### config.mk
export PLATFORM = sky130hd
export DESIGN_NAME = port_pair
export DESIGN_NICKNAME = d
export VERILOG_FILES = /design/src/port_pair_pkg.sv /design/src/port_pair.sv /design/src/sync2.sv
export SDC_FILE = /design/constraint.sdc
export NUM_CORES = 1
export LEC_CHECK = 0
export BUFFER_PORTS_ARGS = -buffer_cell sky130_fd_sc_hd__buf_2
export CAP_MARGIN = 40
export CORE_ASPECT_RATIO = 0.9
export CORE_MARGIN = 2
export CORE_UTILIZATION = 40
export DETAILED_ROUTE_END_ITERATION = 7
export PLACE_DENSITY_LB_ADDON = 0.2
export SLEW_MARGIN = 20
export SYNTH_ARGS = -nofsm -noshare
export SYNTH_HDL_FRONTEND = slang
export SYNTH_HIERARCHICAL = 1
export SYNTH_SLANG_ARGS = --single-unit
### constraint.sdc
create_clock -name i_clk -period 4.21 [get_ports i_clk]
set_clock_uncertainty 0.15 [all_clocks]
set_input_delay 0.842 -clock i_clk [delete_from_list [all_inputs] [get_ports i_clk]]
set_output_delay 0.842 -clock i_clk [all_outputs]
set_load 0.02 [all_outputs]
### src/port_pair_pkg.sv
// Purpose: shared constants and types for the input port / io port pair
// Assumes: byte-wide internal bus, low 16 address bits decoded
// Notes: register reset values apply at system reset and hardware standby
//
// Operation
// - first port is eight input-only pins with no direction register.
// - reading first port data always returns live pin levels, no reset.
// - first port pins also feed the analog converter inputs.
// - pin function selection never depends on the operating mode.
// - second port has five usable pins, bits 4 to 0, each in or out.
// - direction register is write-only and always reads all ones.
// - direction register resets to f0, kept in software standby.
// - in software standby output pins keep their present drive.
// - direction bits 4..1 give chip selects 0..3, bit 0 plain output.
// - data read gives latch where direction is one, pin otherwise.
// - data bits 7 to 5 ignore writes and always read one.
// - data register resets to e0 and is kept in software standby.
// - pins carry chip selects, refresh strobe and four interrupt inputs.
package port_pair_pkg;

	localparam int ADDR_W = 16;
	localparam int DATA_W = 8;
	localparam int IN_PINS = 8;
	localparam int IO_PINS = 5;
	localparam int CS_COUNT = 4;
	localparam int IRQ_COUNT = 4;

	// register byte addresses
	localparam logic [15:0] ADDR_IO_DIR = 16'hffcd;
	localparam logic [15:0] ADDR_IN_LEVELS = 16'hffce;
	localparam logic [15:0] ADDR_IO_LATCH = 16'hffcf;

	// reset values and fixed read patterns
	localparam logic [7:0] IO_DIR_RESET = 8'hf0;
	localparam logic [7:0] IO_LATCH_RESET = 8'he0;
	localparam logic [7:0] IO_DIR_READ = 8'hff;
	localparam logic [7:0] RESERVED_ONES = 8'he0;
	localparam logic [7:0] UNMAPPED_READ = 8'h00;

	// cycles after reset before the pin synchronisers hold real levels
	localparam logic [1:0] SYNC_WARMUP = 2'h2;

	// field positions on the io port
	localparam int PIN_PLAIN = 0;
	localparam int PIN_CS_LOW = 1;
	localparam int PIN_CS_HIGH = 4;
	localparam int USED_MSB = 4;
	localparam int RESERVED_LSB = 5;

	typedef struct packed {
		logic [ADDR_W-1:0] addr;
		logic [DATA_W-1:0] wdata;
		logic wr;
		logic rd;
	} bus_req_t;

	typedef struct packed {
		logic [CS_COUNT-1:0] chip_select_n;
		logic refresh_strobe_n;
		logic refresh_pin_enable;
	} pin_func_t;

endpackage

### src/port_pair.sv
// Purpose: input-only port and five-pin io port with shared pin functions
// Assumes: pin levels are asynchronous; chip selects and refresh strobe
//   come from logic on i_clk
// Notes: pin drive is registered, so shared functions reach the pins one
//   cycle after they change inside the chip
`timescale 1ns/1ns
module port_pair (
	// clock and reset
	input wire logic i_clk,
	input wire logic i_rst,
	// power states
	input wire logic i_hw_standby,
	input wire logic i_sw_standby,
	// register port
	input wire port_pair_pkg::bus_req_t i_bus,
	output logic [7:0] o_rdata,
	// input-only port pins and analog feed
	input wire logic [7:0] i_in_pins,
	output logic [7:0] o_analog_in,
	// shared functions from the bus and refresh controllers
	input wire port_pair_pkg::pin_func_t i_func,
	// io port pins
	input wire logic [4:0] i_io_pins,
	output logic [4:0] o_io_out,
	output logic [4:0] o_io_oe_n,
	// interrupt request levels toward the interrupt controller
	output logic [3:0] o_ext_interrupt_n
);

	localparam int IOW = port_pair_pkg::IO_PINS;

	function automatic logic hit(input logic [15:0] addr,
		input logic [15:0] where);
		hit = (addr == where);
	endfunction

	// synchronised pin levels
	logic [7:0] in_levels;
	logic [4:0] io_levels;

	// registers
	logic [4:0] io_dir_reg;
	logic [4:0] io_dir_next;
	logic [4:0] io_latch_reg;
	logic [4:0] io_latch_next;
	logic [7:0] rdata_reg;
	logic [7:0] rdata_next;

	// pin drive and forwarded levels
	logic [4:0] io_out_reg;
	logic [4:0] io_out_next;
	logic [4:0] io_oe_n_reg;
	logic [4:0] io_oe_n_next;
	logic [7:0] analog_reg;
	logic [7:0] analog_next;
	logic [3:0] irq_reg;
	logic [3:0] irq_next;
	logic [1:0] warm_reg;
	logic [1:0] warm_next;

	logic reg_clear;
	logic [4:0] io_read;

	sync2 #(
		.WIDTH(8)
	) u_in_sync (
		.i_clk(i_clk),
		.i_rst(i_rst),
		.i_async(i_in_pins),
		.o_sync(in_levels)
	);

	sync2 #(
		.WIDTH(IOW)
	) u_io_sync (
		.i_clk(i_clk),
		.i_rst(i_rst),
		.i_async(i_io_pins),
		.o_sync(io_levels)
	);

	// hardware standby loads the register reset values like the system reset, but releases every pin
	assign reg_clear = i_hw_standby;

	// register writes; software standby leaves them untouched
	always_comb begin
		io_dir_next = io_dir_reg;
		io_latch_next = io_latch_reg;
		if (reg_clear) begin
			io_dir_next = port_pair_pkg::IO_DIR_RESET[4:0];
			io_latch_next = port_pair_pkg::IO_LATCH_RESET[4:0];
		end else if (i_bus.wr) begin
			if (hit(i_bus.addr, port_pair_pkg::ADDR_IO_DIR)) begin
				io_dir_next = i_bus.wdata[4:0];
			end else if (hit(i_bus.addr, port_pair_pkg::ADDR_IO_LATCH)) begin
				// bits 7 to 5 have no storage, so writes to them vanish
				io_latch_next = i_bus.wdata[4:0];
			end
			// the input-level address has no storage behind it
		end
	end

	always_ff @(posedge i_clk) begin
		if (i_rst) begin
			io_dir_reg <= port_pair_pkg::IO_DIR_RESET[4:0];
			io_latch_reg <= port_pair_pkg::IO_LATCH_RESET[4:0];
		end else begin
			io_dir_reg <= io_dir_next;
			io_latch_reg <= io_latch_next;
		end
	end

	// per-pin read value: latch where the direction bit is one, live level where it is zero
	always_comb begin
		for (int i = 0; i < IOW; i++) begin
			io_read[i] = io_dir_reg[i] ? io_latch_reg[i] : io_levels[i];
		end
	end

	// read data stands only in the cycle after the strobe
	always_comb begin
		rdata_next = port_pair_pkg::UNMAPPED_READ;
		if (i_bus.rd) begin
			if (hit(i_bus.addr, port_pair_pkg::ADDR_IO_DIR)) begin
				rdata_next = port_pair_pkg::IO_DIR_READ;
			end else if (hit(i_bus.addr, port_pair_pkg::ADDR_IN_LEVELS)) begin
				rdata_next = in_levels;
			end else if (hit(i_bus.addr, port_pair_pkg::ADDR_IO_LATCH)) begin
				rdata_next = port_pair_pkg::RESERVED_ONES | {3'h0, io_read};
			end
		end
	end

	always_ff @(posedge i_clk) begin
		if (i_rst) begin
			rdata_reg <= port_pair_pkg::UNMAPPED_READ;
		end else begin
			rdata_reg <= rdata_next;
		end
	end

	// pin function selection; no mode input exists, so it is the same in
	// every operating mode
	always_comb begin
		io_out_next = io_out_reg;
		io_oe_n_next = io_oe_n_reg;
		if (reg_clear) begin
			// hardware standby releases every pin
			io_out_next = 5'h00;
			io_oe_n_next = 5'h1f;
		end else if (!i_sw_standby) begin
			for (int k = port_pair_pkg::PIN_CS_LOW;
				k <= port_pair_pkg::PIN_CS_HIGH; k++) begin
				// pin 4 carries select 0 down to pin 1 carrying select 3
				io_out_next[k] = i_func.chip_select_n[4 - k];
				io_oe_n_next[k] = ~io_dir_reg[k];
			end
			if (i_func.refresh_pin_enable) begin
				io_out_next[0] = i_func.refresh_strobe_n;
				io_oe_n_next[0] = 1'b0;
			end else begin
				io_out_next[0] = io_latch_reg[0];
				io_oe_n_next[0] = ~io_dir_reg[0];
			end
		end
		// in software standby the drive state is frozen as it stands
	end

	// forwarded levels: analog feed and interrupt inputs sample in parallel
	// with whatever function the pin has
	always_comb begin
		analog_next = in_levels;
	end

	always_ff @(posedge i_clk) begin
		if (i_rst) begin
			analog_reg <= 8'h00;
		end else begin
			analog_reg <= analog_next;
		end
	end

	// the synchronisers leave reset at zero, which on active-low request
	// lines would look like four asserted interrupts; hold the requests
	// idle until real pin levels have reached the second stage
	always_comb begin
		warm_next = warm_reg;
		irq_next = 4'hf;
		if (warm_reg != port_pair_pkg::SYNC_WARMUP) begin
			warm_next = warm_reg + 2'h1;
		end else begin
			irq_next = io_levels[3:0];
		end
	end

	always_ff @(posedge i_clk) begin
		if (i_rst) begin
			irq_reg <= 4'hf;
			warm_reg <= 2'h0;
		end else begin
			irq_reg <= irq_next;
			warm_reg <= warm_next;
		end
	end

	// pin drive registers; reset drives pin 4 because its direction bit
	// comes out of reset set
	always_ff @(posedge i_clk) begin
		if (i_rst) begin
			io_out_reg <= 5'h00;
			io_oe_n_reg <= ~port_pair_pkg::IO_DIR_RESET[4:0];
		end else begin
			io_out_reg <= io_out_next;
			io_oe_n_reg <= io_oe_n_next;
		end
	end

	assign o_rdata = rdata_reg;
	assign o_io_out = io_out_reg;
	assign o_io_oe_n = io_oe_n_reg;
	assign o_analog_in = analog_reg;
	assign o_ext_interrupt_n = irq_reg;

endmodule

### src/sync2.sv
// Purpose: two-flop synchroniser for pin levels
// Assumes: each bit is an independent level, not a bus word
// Notes: only the second stage leaves this module
`timescale 1ns/1ns
module sync2 #(
	parameter int WIDTH = 8
) (
	// clock and reset
	input wire logic i_clk,
	input wire logic i_rst,
	// asynchronous levels in, synchronised levels out
	input wire logic [WIDTH-1:0] i_async,
	output logic [WIDTH-1:0] o_sync
);

	logic [WIDTH-1:0] meta_reg;
	logic [WIDTH-1:0] meta_next;
	logic [WIDTH-1:0] sync_reg;
	logic [WIDTH-1:0] sync_next;

	always_comb begin
		meta_next = i_async;
		sync_next = meta_reg;
	end

	always_ff @(posedge i_clk) begin
		if (i_rst) begin
			meta_reg <= '0;
			sync_reg <= '0;
		end else begin
			meta_reg <= meta_next;
			sync_reg <= sync_next;
		end
	end

	assign o_sync = sync_reg;

endmodule
==> flow_metrics.tcl, run 1 <==
set metrics [dict create \
    status "finished, final reports clean" \
    synth_top_cell_by_area "dfxtp_1" \
    ys_ff_latch 68 \
    r2r_start "warm_reg[0]" \
    viasPerCell 4.49 \
    postCtsResizedCells 0 \
    setup_viol 0 \
    synthCells 215 \
    dieWidth_um 84.1 \
    power_density_mw_per_mm2 460 \
    htree_levels 3 \
    io_pins 79 \
    critical_path_class "input port to flip-flop" \
    p_leak_nw 1.28 \
    core_area_mm2 0.00563 \
    arrival_ns 2.25 \
    hold_viol_final 0 \
    synth_top_area_share_pct 59.0 \
    std_cell_rows 26 \
    synth_compound_area_share_pct 8.35 \
    grt_overflow 0 \
    holdPathEnd "u_io_sync/o_sync[2]" \
    ys_seq_area_share_pct 59.0 \
    hold_depth 1 \
    fin_crit_sh_pct 51.6 \
    cts.sinks 68 \
    detail-route-antenna-nets 0 \
    die_y_um 76.1 \
    post-cts-setup-buffer-count 0 \
    setup_ws_ns 2.04 \
    path_max_fanout 41 \
    wl_um 4260 \
    place_inst 353 \
    slew_headroom_pct 48.6 \
    dr.pass1.iters 4 \
    rsz0062_at_grt "false" \
    synth_xor_area_share_pct 0.379 \
    fin_nets 344 \
    post-place-ws_ns 1.64 \
    initialDrtViolationCount 58 \
    final_cells 368 \
    nFillCells 535 \
    grt_max_degree 42 \
    syn-cell-area_mm2 0.00231 \
    drcViolationCount 0 \
    drive_gt1_share_pct 35.9 \
    crit_start "i_rst" \
    vias 1651 \
    diodes 0 \
    start_util_pct 41.0 \
    synth_fp_nets 265 \
    dp_hpwl_um 3070 \
    drv_slew 0 \
    first_global_vias 1534 \
    maxCapViolCount 0 \
    numCtsBuffers 9 \
    muxShareOfSynthArea_pct 5.20 \
    rrSetupSlack_ns 2.96 \
    cp-end-kind "flip-flop" \
    setup-tns-final_ns 0 \
    cts_root_buf "clkbuf_8" \
    max_freq_mhz 461 \
    synthTopCellsByArea "dfxtp_1 59%, nor2b_1 6.2%, mux2i_1 5.2%, a21oi_1 3.3%, nor2b_2 2.7%" \
    gp_congestion 0.796 \
    port_buffers 75 \
    wl_per_cell_um 11.6 \
    yosys.area_share.simple_pct 24.0 \
    cts_tree "built" \
    min_from "u_io_sync/meta_reg[2]" \
    fin_crit_ns 2.17 \
    cp.required_ns 4.29 \
    syn_to_final_growth_pct 27.0 \
    synthAdderAreaFrac_pct 0.542 \
    cts_buffer_depth 2 \
    r2r_cells 4 \
    hp-class "flip-flop to flip-flop" \
    worst_pin_slew_ns 0.771 \
    startpoint_type "input port" \
    grtUsageTotal_pct 13.9 \
    antenna_found_initial 0 \
    fp.dieArea_mm2 0.00640 \
    synth_top_family_by_area "simple AND/OR/NAND/NOR gates" \
    clkSlewWorstSetupHoldPaths_ns 0.07 \
    r2r-end "o_ext_interrupt_n[3]" \
    ys_warn_count 6 \
    yosys.cell_types.count 31 \
    cts_hold_buf 0 \
    grt_first_pass_wirelength_um 6840 \
    syn_avg_cell_area_um2 10.7 \
    worstSkewPairLatency_ns 0.33 \
    ir_worst_vdd_v 0.000269 \
]
## worst max-delay path, stage by stage
cell and delay [ns]:
buf_2 0.56, nand2b_1 0.32, and2b_1 0.27, a22o_1 0.24
## power breakdown
part | internal (mW) | total (mW) | switching, mW
combinational | 0.0579 | 0.127 | 0.0695
sequential | 0.677 | 0.689 | 0.0116
clock | 0.319 | 0.533 | 0.213
## per-stage QoR
| stage | utilization, % | total power, mW | area, µm² | hold slack [ns] |
|---|---|---|---|---|
| after floorplan | - | 0.784 | 2310 | 0.260 |
| after global placement | 48.4 | 0.828 | 2720 | 0.269 |
| after detailed placement | 48.5 | 0.832 | 2730 | 0.271 |
| after CTS | 52.1 | 1.37 | 2930 | 0.278 |
| after global routing | 52.1 | 1.42 | 2930 | 0.300 |
| final | 52.1 | 1.35 | 2930 | 0.278 |
## area by class of cell
type,count,area [µm²],area share [%]
Timing Repair Buffer,76,380,13.0
Multi-Input combinational cell,136,888,30.3
Tap cell,70,87.6,2.99
Inverter,3,11.3,0.384
Sequential cell,68,1360,46.4
Clock buffer,14,173,5.89
Clock inverter,1,30.0,1.02
## cells in the mapped netlist (all sizes together)
cell,count
a21oi,15
a22o,5
and2,1
and2b,7
buf,4
clkbuf,4
dfxtp,68
ha,1
inv,3
mux2i,12
nand2,10
nand2b,6
nand3,10
nand4,2
nand4b,1
nand4bb,1
nor2,16
nor2b,30
nor3,1
nor4,2
o211ai,2
o21ai,10
o311ai,1
or2,1
or4,1
xor2,1
## cell usage in the layout (no fill, tap or decap)
master     count
bufinv_16      1
a22o_1         5
nor2_2         1
nor2_1        15
ha_1           1
nand4bb_4      1
a21oi_1       15
nand2_1       10
nand4_1        2
and2b_1        1
nor4_2         1
o21ai_1       10
and2b_2        6
inv_1          3
o311ai_0       1
nand3_1       10
nand2b_1       6
or4_4          1
clkbuf_8      12
nand4b_1       1
xor2_1         1
nor4_1         1
dfxtp_1       68
or2_0          1
nor2b_2        7
o211ai_1       2
mux2i_1       12
buf_2         76
nor3_2         1
clkbuf_1       2
nor2b_1       23
and2_1         1
## routing by layer
| metal | GRT usage, % | part of all wire, % |
|---|---|---|
| met5 | 0 | 0 |
| met4 | 5.32 | 0.63 |
| met3 | 7.58 | 7.1 |
| met2 | 21.9 | 48 |
| met1 | 15.8 | 44 |
## kinds of logic (layout without fill, tap and decap cells)
logic type,after synthesis,after routing
simple gates,89,89
flops,68,68
compound gates,33,33
mux,12,12
buf+inv,11,94
fa+ha+maj,1,1
xor+xnor,1,1
## how the worst max path moves through the flow
stage,end,slack [ns],cells after the start
5_1_grt,o_io_out[1],1.93,3
6_report,o_rdata[1],2.04,4
2_1_floorplan,io_dir_reg[4],2.02,5
3_5_place_dp,o_io_out[1],1.64,3
3_3_place_gp,io_latch_reg[2],1.53,5
4_1_cts,o_io_out[1],2.01,3
Note: power is estimated with default switching activity, not from simulation.
==> run 2, diff against run 1 <==
Settings changed: ABC_AREA from default to 1.
Clock period 4.21 ns to 2.1 ns, I/O delays scaled along.
==> flow_metrics.tcl, run 2 <==
set metrics [dict create \
    post-cts-setup-buffer-count 0 \
    hp-class "input port to flip-flop" \
    io_pins 79 \
    ys_seq_area_share_pct 53.8 \
    arrival_ns 0.84 \
    switching_power_uw 634 \
    gp_congestion 0.763 \
    fin_nets 452 \
    synthTopCellsByArea "dfxtp_1 54%, inv_1 9.3%, nor2_1 8.9%, nand2_1 8.8%, nand3_1 4.2%" \
    synth_fp_nets 373 \
    async_flop_share_pct 0 \
    worst_pin_slew_ns 0.381 \
    r2r_cells 5 \
    dr.pass1.iters 4 \
    slew_headroom_pct 74.5 \
    post-place-ws_ns 0.399 \
    cts_hold_buf 0 \
    fin_crit_sh_pct 67.0 \
    postCtsResizedCells 0 \
    cts_tree "built" \
    busiest_layer "met2" \
    power_frac_seq_pct 52.8 \
    max_freq_mhz 710 \
    dieWidth_um 87.8 \
    core_area_mm2 0.00611 \
    mostFrequentLayoutCells "75 x buf_2, 68 x dfxtp_1, 63 x inv_1" \
    final_cells 494 \
    critical_path_class "flip-flop to primary output" \
    yosys-top-cells-count "68 x dfxtp_1, 63 x inv_1, 60 x nor2_1" \
    synthCells 323 \
    start_util_pct 41.4 \
    slowest_delay_ns 0.33 \
    yosys.cell_types.count 22 \
    post-route-util_pct 51.3 \
    fp.dieArea_mm2 0.00698 \
    die_y_um 79.4 \
    cp.required_ns 1.53 \
    worstSetupPathDepth 1 \
    power_density_mw_per_mm2 827 \
    cts.sinks 68 \
    hold_viol_final 0 \
    wl_um 4740 \
    crit_family "flip-flops" \
    ys_warn_count 6 \
    cp_slowest_cell "dfxtp_1" \
    grt_overflow 0 \
    diodes 0 \
    yosysMostFrequentCell "dfxtp_1" \
    first_global_vias 1773 \
    viasPerCell 4.11 \
    synth_top_area_share_pct 53.8 \
    grt_max_degree 28 \
    dp_hpwl_um 3490 \
    clkSlewWorstSetupHoldPaths_ns 0.07 \
    ys.flop_type "dfxtp_1" \
    syn_to_final_growth_pct 24.0 \
    maxCapViolCount 0 \
    layout_commonest_cell "buf_2" \
    gr-usage-met2_pct 21.4 \
    synth_edf_count 0 \
    drive_gt1_share_pct 27.8 \
    setup_viol 0 \
    hold_depth 3 \
    clkPwrFrac_pct 37.9 \
    antenna_found_initial 0 \
    p_leak_nw 1.61 \
    port_buffers 75 \
    startpoint_type "flip-flop" \
    cp.buffers_inverters 1 \
    initialDrtViolationCount 77 \
    detail-route-antenna-nets 0 \
    drv_slew 0 \
    combPwrFrac_pct 9.3 \
    synth_top_cell_by_area "dfxtp_1" \
    syn_avg_cell_area_um2 7.83 \
    cts_root_buf "clkbuf_8" \
    worstSkewPairLatency_ns 0.33 \
    grtUsageTotal_pct 14.9 \
    place_inst 478 \
    setup-tns-final_ns 0 \
    setup_ws_ns 0.692 \
    grt_util_met3_pct 4.55 \
    grtUsageMet1_pct 19.3 \
    drcViolationCount 0 \
    ir_worst_vdd_v 0.000444 \
    p_sw_share_pct 24.4 \
    path_max_fanout 2 \
    ys_ff_latch 68 \
    status "finished, final reports clean" \
    cts_buffer_depth 2 \
    numCtsBuffers 9 \
    std_cell_rows 27 \
    rsz0062_at_grt "false" \
    wl_per_cell_um 9.59 \
    vias 2030 \
    fin_crit_ns 1.41 \
    htree_levels 3 \
    path_cells "buf_2" \
    p_int_mw 1.96 \
    syn-cell-area_mm2 0.00253 \
    cp-end-kind "primary output" \
    grt_first_pass_wirelength_um 7820 \
]
==> run 2: changes by cell type after synthesis, moves of 10 or more <==
cell	previous run	this run
inv_1	3	63
mux2i_1	12	0
nand2_1	10	59
nand3_1	10	21
nor2_1	15	60
nor2b_1	23	0
o21ai_1	10	0
==> run 2: cells by family (layout without fill, tap and decap cells) <==
kind of cell	Yosys count	in the layout	synth area share [%]
simple gates	158	158	27.8
buf+inv	74	158	12.8
flops	68	68	53.8
compound gates	22	22	5.09
fa+ha+maj	1	1	0.494
==> run 2: worst paths after layout <==
path	start	to	slack (ns)
worst min-delay path	i_io_pins[4]	u_io_sync/meta_reg[4]	0.13
worst min register to register	u_in_sync/meta_reg[7]	u_in_sync/o_sync[7]	0.25
worst max-delay path	o_io_oe_n[4]	o_io_oe_n[4]	0.69
worst max register to register	warm_reg[0]	o_ext_interrupt_n[0]	0.90
==> run 2: area by class of cell <==
| type | count | area, µm² |
|---|---|---|
| clock buffer | 12 | 165 |
| clock inverter | 4 | 22.5 |
| fill | 600 | 2980 |
| inverter | 65 | 244 |
| multi-input combinational | 181 | 846 |
| sequential | 68 | 1360 |
| tap | 87 | 109 |
| timing repair buffer | 77 | 390 |
==> run 2: power groups by stage <==
| stage | registers [mW] | clock network [mW] | logic, mW |
|---|---|---|---|
| after floorplan | 1.43 | 0 | 0.125 |
| final | 1.37 | 0.984 | 0.241 |
| after global placement | 1.40 | 0 | 0.239 |
| after CTS | 1.37 | 1.02 | 0.244 |
| after global routing | 1.38 | 1.08 | 0.281 |
| after detailed placement | 1.40 | 0 | 0.242 |
==> run 2: through the flow <==
stage	instance area (µm²)	power, mW	hold slack [ns]
5_1_grt	3140	2.74	0.124
2_1_floorplan	2530	1.56	0.238
6_report	3140	2.60	0.132
3_3_place_gp	2950	1.64	0.238
4_1_cts	3140	2.63	0.114
3_5_place_dp	2950	1.64	0.242
==> run 2: metal layers <==
layer / part of all wire, % / vias up
li1: - / 1112
met1: 48 / 851
met2: 43 / 56
met3: 6.5 / 11
met4: 2.3 / 0
met5: 0 / -
